--- src/istx_params.svh ---
`ifndef ISTX_PARAMS_SVH
`define ISTX_PARAMS_SVH

// Register offsets on the plain register port
`define ISTX_ADDR_W      12
`define ISTX_OFS_DATA    12'hF50
`define ISTX_OFS_ISTAT   12'hF51
`define ISTX_OFS_CTL     12'hF52
`define ISTX_OFS_MODE    12'hF53
`define ISTX_OFS_SLVAD   12'hF54

// Interrupt status bit positions
`define ISTX_IS_TXE      7
`define ISTX_IS_RXF      6
`define ISTX_IS_AM       5
`define ISTX_IS_GCA      4
`define ISTX_IS_RD       3
`define ISTX_IS_STOP_RESTART_FLAG     1
`define ISTX_IS_NAK      0

// Control and mode bit positions
`define ISTX_CTL_EN      7
`define ISTX_CTL_TXI     6
`define ISTX_CTL_FLUSH   1
`define ISTX_CTL_NAK     0
`define ISTX_MODE_GCE    2
`define ISTX_MODE_SLA9   1
`define ISTX_MODE_SLA8   0

// Address byte constants, data reset value and bit counter values
`define ISTX_PREFIX      5'h1E
`define ISTX_GC_ADDR     8'h00
`define ISTX_DATA_RST    8'h00
`define ISTX_BITS        4'h8
`define ISTX_ACK_SEEN    4'h9

`endif

--- src/istx_pkg.sv ---
package istx_pkg;

  typedef enum logic [6:0] {
    ST_IDLE    = 7'h01,
    ST_ADDR    = 7'h02,
    ST_ACK_OUT = 7'h04,
    ST_RX      = 7'h08,
    ST_TX_LOAD = 7'h10,
    ST_TX      = 7'h20,
    ST_ACK_IN  = 7'h40
  } istx_st_t;

  typedef struct packed {
    istx_st_t    st;
    istx_st_t    nxt;
    logic [3:0]  bitcnt;
    logic [7:0]  shreg;
    logic [7:0]  data;
    logic [7:0]  rdata;
    logic [9:0]  own_slave_address;
    logic        te;
    logic        rf;
    logic        am;
    logic        gca;
    logic        rd;
    logic        nk;
    logic        sp;
    logic        en;
    logic        txie;
    logic        nak;
    logic        general_call_enable;
    logic        phase2;
    logic        hi_ok;
    logic        active;
    logic        rx_mode;
    logic        sda_oe;
    logic        scl_oe;
  } istx_core_t;

  typedef struct packed {
    logic [1:0] s1;
    logic [1:0] s2;
    logic [1:0] s3;
  } istx_sync_t;

endpackage

--- src/istx_sync.sv ---
`timescale 1ns/10ps
module istx_sync
  import istx_pkg::*;
(
  input  wire logic       clk_i,
  input  wire logic       rstn_i,
  input  wire logic [1:0] pin_i,
  output logic      [1:0] lvl_o,
  output logic      [1:0] rise_o,
  output logic      [1:0] fall_o
);

  istx_sync_t q;
  istx_sync_t d;

  always_comb begin
    d    = q;
    d.s1 = pin_i;
    d.s2 = q.s1;
    d.s3 = q.s2;
  end

  // Lines idle high, so the chain resets to ones
  always_ff @(posedge clk_i or negedge rstn_i) begin
    if (!rstn_i) begin
      q <= '1;
    end else begin
      q <= d;
    end
  end

  assign lvl_o  = q.s2;
  assign rise_o = q.s2 & ~q.s3;
  assign fall_o = ~q.s2 & q.s3;

endmodule // istx_sync

--- src/istx_core.sv ---
// Overview of operation
// - Ack first address byte whose prefix matches upper address bits, write.
// - Second byte matching lower address sets match flag, clears read bit.
// - Acknowledge second address byte only when it matches lower address.
// - Reading interrupt status clears the address-match flag.
// - Restart plus matching read prefix sets match, read bit, and acks.
// - Hold SCL low at data start until a transmit byte is available.
// - Set transmit-empty once first bit of a data byte is on the bus.
// - Stretch SCL before the MSB when no next byte has been written.
// - Not-acknowledge after a transmitted byte sets the not-ack flag.
// - Stop or restart ending our transaction sets stop/restart flag.
// - Reading interrupt status clears the stop/restart flag.
// - Data register feeds and receives the hidden shift register.
// - Software data writes are ignored while receiving as a slave.
// - Writing the data register clears transmit-empty.
// - Reading the data register clears receive-full.
//
// The implementer's own choice: strobed register access.
`timescale 1ns/10ps
`include "istx_params.svh"
module istx_core
  import istx_pkg::*;
(
  input  wire logic                    CLK_I,
  input  wire logic                    RSTN_I,
  input  wire logic [`ISTX_ADDR_W-1:0] ADDR_I,
  input  wire logic [7:0]              WDATA_I,
  input  wire logic                    WR_I,
  input  wire logic                    RD_I,
  output logic      [7:0]              RDATA_O,
  input  wire logic                    SCL_I,
  output logic                         SCL_O,
  output logic                         SCL_OE_O,
  input  wire logic                    SDA_I,
  output logic                         SDA_O,
  output logic                         SDA_OE_O
);

  localparam istx_core_t RST = '{st: ST_IDLE, nxt: ST_IDLE, te: 1'b1,
                                 data: `ISTX_DATA_RST, default: '0};

  istx_core_t q;
  istx_core_t d;
  logic [1:0] lvl;
  logic [1:0] rise;
  logic [1:0] fall;
  logic       scl_rise;
  logic       scl_fall;
  logic       sda;
  logic       start_c;
  logic       stop_c;
  logic       hi_hit;
  logic       lo_hit;
  logic       gc_hit;
  logic       byte_end;
  logic       set_am;
  logic       set_sp;
  logic       set_nk;
  logic       set_te;
  logic       set_rf;
  logic [7:0] rv;

  istx_sync u_sync (
    .clk_i  (CLK_I),
    .rstn_i (RSTN_I),
    .pin_i  ({SDA_I, SCL_I}),
    .lvl_o  (lvl),
    .rise_o (rise),
    .fall_o (fall)
  );

  assign scl_rise = rise[0];
  assign scl_fall = fall[0];
  assign sda      = lvl[1];
  assign start_c  = fall[1] & lvl[0];
  assign stop_c   = rise[1] & lvl[0];
  assign hi_hit   = (q.shreg[7:3] == `ISTX_PREFIX) &&
                    (q.shreg[2:1] == q.own_slave_address[9:8]);
  assign lo_hit   = (q.shreg == q.own_slave_address[7:0]);
  assign gc_hit   = q.general_call_enable && (q.shreg == `ISTX_GC_ADDR);
  assign byte_end = scl_fall && (q.bitcnt == `ISTX_BITS);

  always_comb begin
    d      = q;
    set_am = 1'b0;
    set_sp = 1'b0;
    set_nk = 1'b0;
    set_te = 1'b0;
    set_rf = 1'b0;
    rv     = 8'h00;

    // Register read mux, data stands in the following cycle
    case (ADDR_I)
      `ISTX_OFS_DATA:  rv = q.data;
      `ISTX_OFS_ISTAT: begin
        rv[`ISTX_IS_TXE]  = q.te;
        rv[`ISTX_IS_RXF]  = q.rf;
        rv[`ISTX_IS_AM]   = q.am;
        rv[`ISTX_IS_GCA]  = q.gca;
        rv[`ISTX_IS_RD]   = q.rd;
        rv[`ISTX_IS_STOP_RESTART_FLAG] = q.sp;
        rv[`ISTX_IS_NAK]  = q.nk;
      end
      `ISTX_OFS_CTL: begin
        rv[`ISTX_CTL_EN]  = q.en;
        rv[`ISTX_CTL_TXI] = q.txie;
        rv[`ISTX_CTL_NAK] = q.nak;
      end
      `ISTX_OFS_MODE: begin
        rv[`ISTX_MODE_GCE]  = q.general_call_enable;
        rv[`ISTX_MODE_SLA9] = q.own_slave_address[9];
        rv[`ISTX_MODE_SLA8] = q.own_slave_address[8];
      end
      `ISTX_OFS_SLVAD: rv = q.own_slave_address[7:0];
      default:         rv = 8'h00;
    endcase
    d.rdata = RD_I ? rv : 8'h00;

    // Read side effects
    if (RD_I && ADDR_I == `ISTX_OFS_ISTAT) begin
      d.am = 1'b0;
      d.sp = 1'b0;
      d.nk = 1'b0;
    end
    if (RD_I && ADDR_I == `ISTX_OFS_DATA) begin
      d.rf = 1'b0;
    end

    // Register writes
    if (WR_I) begin
      case (ADDR_I)
        `ISTX_OFS_DATA: begin
          if (!q.rx_mode) begin
            d.data = WDATA_I;
            d.te   = 1'b0;
          end
        end
        `ISTX_OFS_CTL: begin
          d.en   = WDATA_I[`ISTX_CTL_EN];
          d.txie = WDATA_I[`ISTX_CTL_TXI];
          d.nak  = WDATA_I[`ISTX_CTL_NAK];
          if (WDATA_I[`ISTX_CTL_FLUSH]) begin
            d.te = 1'b1;
          end
        end
        `ISTX_OFS_MODE: begin
          d.general_call_enable    = WDATA_I[`ISTX_MODE_GCE];
          d.own_slave_address[9] = WDATA_I[`ISTX_MODE_SLA9];
          d.own_slave_address[8] = WDATA_I[`ISTX_MODE_SLA8];
        end
        `ISTX_OFS_SLVAD: d.own_slave_address[7:0] = WDATA_I;
        default: ;
      endcase
    end

    // Bus engine
    if (!q.en) begin
      d.st      = ST_IDLE;
      d.rd      = 1'b0;
      d.gca     = 1'b0;
      d.sda_oe  = 1'b0;
      d.scl_oe  = 1'b0;
      d.active  = 1'b0;
      d.hi_ok   = 1'b0;
      d.rx_mode = 1'b0;
      d.phase2  = 1'b0;
    end else if (start_c) begin
      set_sp    = q.active;
      d.st      = ST_ADDR;
      d.bitcnt  = 4'h0;
      d.sda_oe  = 1'b0;
      d.scl_oe  = 1'b0;
      d.phase2  = 1'b0;
      d.active  = 1'b0;
      d.rx_mode = 1'b0;
    end else if (stop_c) begin
      set_sp    = q.active;
      d.st      = ST_IDLE;
      d.sda_oe  = 1'b0;
      d.scl_oe  = 1'b0;
      d.hi_ok   = 1'b0;
      d.active  = 1'b0;
      d.rx_mode = 1'b0;
    end else begin
      unique case (q.st)
        ST_IDLE: ;
        ST_ADDR, ST_RX: begin
          if (scl_rise && q.bitcnt < `ISTX_BITS) begin
            d.shreg  = {q.shreg[6:0], sda};
            d.bitcnt = q.bitcnt + 4'h1;
          end
          if (byte_end) begin
            d.bitcnt = 4'h0;
            if (q.st == ST_RX) begin
              set_rf   = 1'b1;
              d.data   = q.shreg;
              d.sda_oe = !q.nak;
              d.nxt    = ST_RX;
              d.st     = ST_ACK_OUT;
            end else if (!q.phase2) begin
              if (hi_hit && !q.shreg[0]) begin
                d.sda_oe = 1'b1;
                d.phase2 = 1'b1;
                d.active = 1'b1;
                d.nxt    = ST_ADDR;
                d.st     = ST_ACK_OUT;
              end else if (hi_hit && q.hi_ok) begin
                set_am   = 1'b1;
                d.rd     = 1'b1;
                d.gca    = 1'b0;
                d.sda_oe = 1'b1;
                d.active = 1'b1;
                d.nxt    = ST_TX_LOAD;
                d.st     = ST_ACK_OUT;
              end else if (gc_hit) begin
                set_am    = 1'b1;
                d.rd      = 1'b0;
                d.gca     = 1'b1;
                d.sda_oe  = 1'b1;
                d.active  = 1'b1;
                d.rx_mode = 1'b1;
                d.nxt     = ST_RX;
                d.st      = ST_ACK_OUT;
              end else begin
                d.hi_ok = 1'b0;
                d.st    = ST_IDLE;
              end
            end else if (lo_hit) begin
              set_am    = 1'b1;
              d.rd      = 1'b0;
              d.gca     = 1'b0;
              d.hi_ok   = 1'b1;
              d.sda_oe  = 1'b1;
              d.rx_mode = 1'b1;
              d.nxt     = ST_RX;
              d.st      = ST_ACK_OUT;
            end else begin
              d.hi_ok  = 1'b0;
              d.active = 1'b0;
              d.st     = ST_IDLE;
            end
          end
        end
        ST_ACK_OUT: begin
          if (scl_fall) begin
            d.sda_oe = 1'b0;
            d.bitcnt = 4'h0;
            d.st     = q.nxt;
          end
        end
        ST_TX_LOAD: begin
          d.scl_oe = q.te || q.scl_oe;
          if (!q.te) begin
            d.shreg  = q.data;
            d.sda_oe = !q.data[7];
            d.bitcnt = 4'h0;
            d.st     = ST_TX;
          end
        end
        ST_TX: begin
          d.scl_oe = 1'b0;
          if (scl_rise) begin
            d.bitcnt = q.bitcnt + 4'h1;
            set_te   = (q.bitcnt == 4'h0);
          end
          if (byte_end) begin
            d.sda_oe = 1'b0;
            d.bitcnt = 4'h0;
            d.st     = ST_ACK_IN;
          end else if (scl_fall) begin
            d.shreg  = {q.shreg[6:0], 1'b0};
            d.sda_oe = !q.shreg[6];
          end
        end
        ST_ACK_IN: begin
          if (scl_rise) begin
            if (sda) begin
              set_nk = 1'b1;
              d.st   = ST_IDLE;
            end else begin
              d.bitcnt = `ISTX_ACK_SEEN;
            end
          end
          if (scl_fall && q.bitcnt == `ISTX_ACK_SEEN) begin
            d.bitcnt = 4'h0;
            d.st     = ST_TX_LOAD;
          end
        end
        default: d.st = ST_IDLE;
      endcase
    end

    // Hardware sets win over same-cycle clears
    if (set_am) d.am = 1'b1;
    if (set_sp) d.sp = 1'b1;
    if (set_nk) d.nk = 1'b1;
    if (set_te) d.te = 1'b1;
    if (set_rf) d.rf = 1'b1;
  end

  always_ff @(posedge CLK_I or negedge RSTN_I) begin
    if (!RSTN_I) begin
      q <= RST;
    end else begin
      q <= d;
    end
  end

  assign RDATA_O  = q.rdata;
  assign SCL_O    = 1'b0;
  assign SDA_O    = 1'b0;
  assign SCL_OE_O = q.scl_oe;
  assign SDA_OE_O = q.sda_oe;
endmodule // istx_core

--- config.mk ---
export PLATFORM = sky130hd
export DESIGN_NAME = istx_core
export DESIGN_NICKNAME = d
export VERILOG_FILES = /design/src/istx_pkg.sv /design/src/istx_sync.sv /design/src/istx_core.sv
export VERILOG_INCLUDE_DIRS = /design/src
export SDC_FILE = /design/constraint.sdc
export NUM_CORES = 1
export LEC_CHECK = 0
export BUFFER_PORTS_ARGS = -buffer_cell sky130_fd_sc_hd__buf_2
export CORE_UTILIZATION = 25
export DETAILED_ROUTE_END_ITERATION = 16
export GPL_TIMING_DRIVEN = 0
export SYNTH_ARGS = -nofsm -noshare
export SYNTH_HDL_FRONTEND = slang
export SYNTH_SLANG_ARGS = --single-unit
--- constraint.sdc ---
create_clock -name CLK_I -period 3.18 [get_ports CLK_I]
set_input_delay 0.636 -clock CLK_I [delete_from_list [all_inputs] [get_ports CLK_I]]
set_output_delay 0.636 -clock CLK_I [all_outputs]
set_load 0.05 [all_outputs]
==> impl_metrics.tcl <==
set metrics [dict create \
    outcome "finished, final reports clean" \
    min_period_ps 2698 \
    synth_top_area_share 0.3826 \
    die_x_um 130.4 \
    nNetsFinal 495 \
    r2r-end "q[51]$_DFFE_PN0P_" \
    rr_worst_depth 7 \
    dp.cells 671 \
    synth.most_common_cell "dfrtp_1" \
    critPathArrivalTime_ps 2920 \
    worstReg2RegStart "q[65]$_DFFE_PN0P_" \
    met3_usage 0.01792 \
    cts_resized 0 \
    max_freq_mhz 370.7 \
    crit_fanout 10 \
    synthArstFlopShare 1.000 \
    grtUsageMet1 0.1907 \
    cts_root_buf "clkbuf_16" \
    tns_ps 0 \
    ir_drop_v 0.0002241 \
    path_class "flip-flop to flip-flop" \
    clkTransAtPathRegs_ps 70 \
    synth_top_area_cell "dfrtp_1" \
    syn_inst 420 \
    ctsLongestPathBuffers 2 \
    synth_top_cells_by_count "63 x dfrtp_1, 52 x nand2_1, 37 x nor2_1" \
    drv_slew 0 \
    synth_top_flop_cell "dfrtp_1" \
    sw_frac_of_total 0.2284 \
    power_mw 2.056 \
    diodes 0 \
    hold_viol_final 0 \
    grt_max_degree 53 \
    holdWs_ps 176.7 \
    first_global_vias 3324 \
    wl_per_cell_um 16.44 \
    totalWireLength_um 11290 \
    syn_area_mm2 0.004120 \
    layout-drive-gt1-share 0.2484 \
    start_kind "flip-flop" \
    routabilityCongestion 0.8897 \
    syn_area_per_cell_um2 9.810 \
    finalClockSkew_ps 11.06 \
    port_buffers 33 \
    overflow 0 \
    io_pins 38 \
    switchingPower_mw 0.4696 \
    clkLatencyLatePin_ps 350 \
    num_rows 46 \
    grt_first_pass_wirelength_um 17900 \
    yosys.cell_types.count 68 \
    cts_tree "done" \
    grt_use_total 0.1366 \
    drtIter0Drc 296 \
    synthToLayoutAreaGrowth_pct 18.80 \
    synth_seq_cells 72 \
    drcViolationCount 0 \
    antenna_found_initial 0 \
    stdcell_count 687 \
    busiest_layer "met2" \
    hpwl_um 8188 \
    cap_viol_max_count 0 \
    worst_pin_slew_ps 830.4 \
    synth_area_leaders "dfrtp_1 38%, mux2_2 7.4%, dfstp_2 5.7%" \
    ys_warn_count 0 \
    cts.hold.buffers_added 0 \
    hp-class "input pin to asynchronous set/reset pin" \
    power_leakage_nw 2.208 \
    relSlewSlack 0.4452 \
    synth_edf_count 0 \
    comb_power_share 0.040 \
    die_area_mm2 0.01700 \
    cp.required_ps 3400 \
    end_kind "flip-flop" \
    rsz0062_at_grt "no" \
    start_util 0.2575 \
    post_cts_buffers 0 \
    vias_per_cell 5.070 \
    clock_power_share 0.507 \
    numCtsBuffers 9 \
    p_seq_frac 0.453 \
    regToRegSetupSlack_ps 480 \
    p_int_mw 1.586 \
    fin_crit_sh 0.8483 \
    fp.dieH_um 130.4 \
    antenna_left 0 \
    synth.yosys.seq_area_share 0.4400 \
    h-tree-depth 3 \
    cts.sinks 72 \
    fp.coreArea_mm2 0.01600 \
    setup_violations 0 \
    power_per_cell_area_mw_per_mm2 420.0 \
    use_met2 0.2068 \
    num_vias 3483 \
    first_pass_iters 4 \
]
## power groups by stage
| stage | registers [mW] | logic (mW) | clock network [mW] |
|---|---|---|---|
| after detailed placement | 0.948 | 0.0823 | 0 |
| final | 0.931 | 0.0813 | 1.04 |
| after floorplan | 0.946 | 0.0331 | 0 |
| after global routing | 0.932 | 0.0906 | 1.10 |
| after global placement | 0.947 | 0.0768 | 0 |
| after CTS | 0.931 | 0.0825 | 1.06 |
## critical path: stages, from the launching register on
cell,delay [ps]
dfrtp_1,370
buf_6,130
or4_4,570
nor3_4,520
nor4_2,150
and4b_2,370
o21a_4,170
mux2_4,290
## state kept, by name, summed over array words and instances (netlist names)
| name | cells |
|---|---|
| RDATA_O | 8 |
| q | 56 |
| u_sync.d | 2 |
| u_sync.lvl_o | 2 |
| u_sync.q | 2 |
| SDA_OE_O | 1 |
| SCL_OE_O | 1 |
## cell usage in the layout, fill, tap and decap left out, types with 3 or more instances in the layout
cell       instances
and4_1             5
nand4_1            5
ha_1               3
dfrtp_1           63
nor2b_1            9
a21oi_1           25
nand2_1           52
buf_4             11
clkbuf_16          9
o211ai_1           3
mux2i_1           12
a22o_1             4
nor3_1             4
a32oi_1            3
xnor2_1            3
clkbuf_1          13
nor2_1            37
nor3b_1            6
mux2_2            27
nor4_1             4
xor2_1            11
a222oi_1           6
o21ai_0           11
buf_2             38
inv_1             10
nand2b_1           6
dfstp_2            9
a211oi_1           3
and2_1             6
a22oi_1            5
nand3_1           10
## per-layer routing
layer	vias to the layer above	wire, um
met1	1744	5323
met2	116	5106
met4	0	240
met3	20	624
met5	-	0
li1	1603	-
## per-stage QoR
step | setup WS [ps] | area (um2) | util
after floorplan | 802.4 | 4124 | -
after global placement | 170.2 | 4559 | 0.2850
after detailed placement | 152.0 | 4589 | 0.2868
after CTS | 504.4 | 4895 | 0.3059
after global routing | 313.5 | 4895 | 0.3059
final | 482.3 | 4895 | 0.3059
## logic make-up after synthesis
logic type      count (synthesis)  synth area share
other cells                     1         0.0009101
compound gates                 84            0.1458
xor+xnor                       14           0.02976
flops                          72            0.4400
simple gates                  165            0.2132
buf+inv                        40           0.04920
fa+ha+maj                       3          0.009111
mux                            41            0.1121
## area by class of cell
class                   count  area (um2)
multi-input cells         309        2108
flip-flops and latches     72        1813
clock inverters             6       66.31
inverters                  10       37.54
repair buffers             34       195.2
plain buffers              30       165.2
fillers                  1710       11110
clock buffers              10       239.0
well taps                 216       270.3
## worst max-delay path by stage
| stage | from | endpoint | slack, ps | depth (start not counted) |
|---|---|---|---|---|
| 2_1_floorplan | ADDR_I[3] | q[35]$_DFF_PN0_ | 800 | 7 |
| 3_3_place_gp | ADDR_I[3] | q[37]$_DFF_PN0_ | 170 | 8 |
| 3_5_place_dp | ADDR_I[3] | q[39]$_DFF_PN0_ | 150 | 8 |
| 4_1_cts | ADDR_I[3] | q[39]$_DFF_PN0_ | 500 | 8 |
| 5_1_grt | ADDR_I[3] | q[36]$_DFF_PN0_ | 310 | 8 |
| 6_report | q[65]$_DFFE_PN0P_ | q[51]$_DFFE_PN0P_ | 480 | 7 |
No activity file was read; power rests on OpenSTA's default activity.
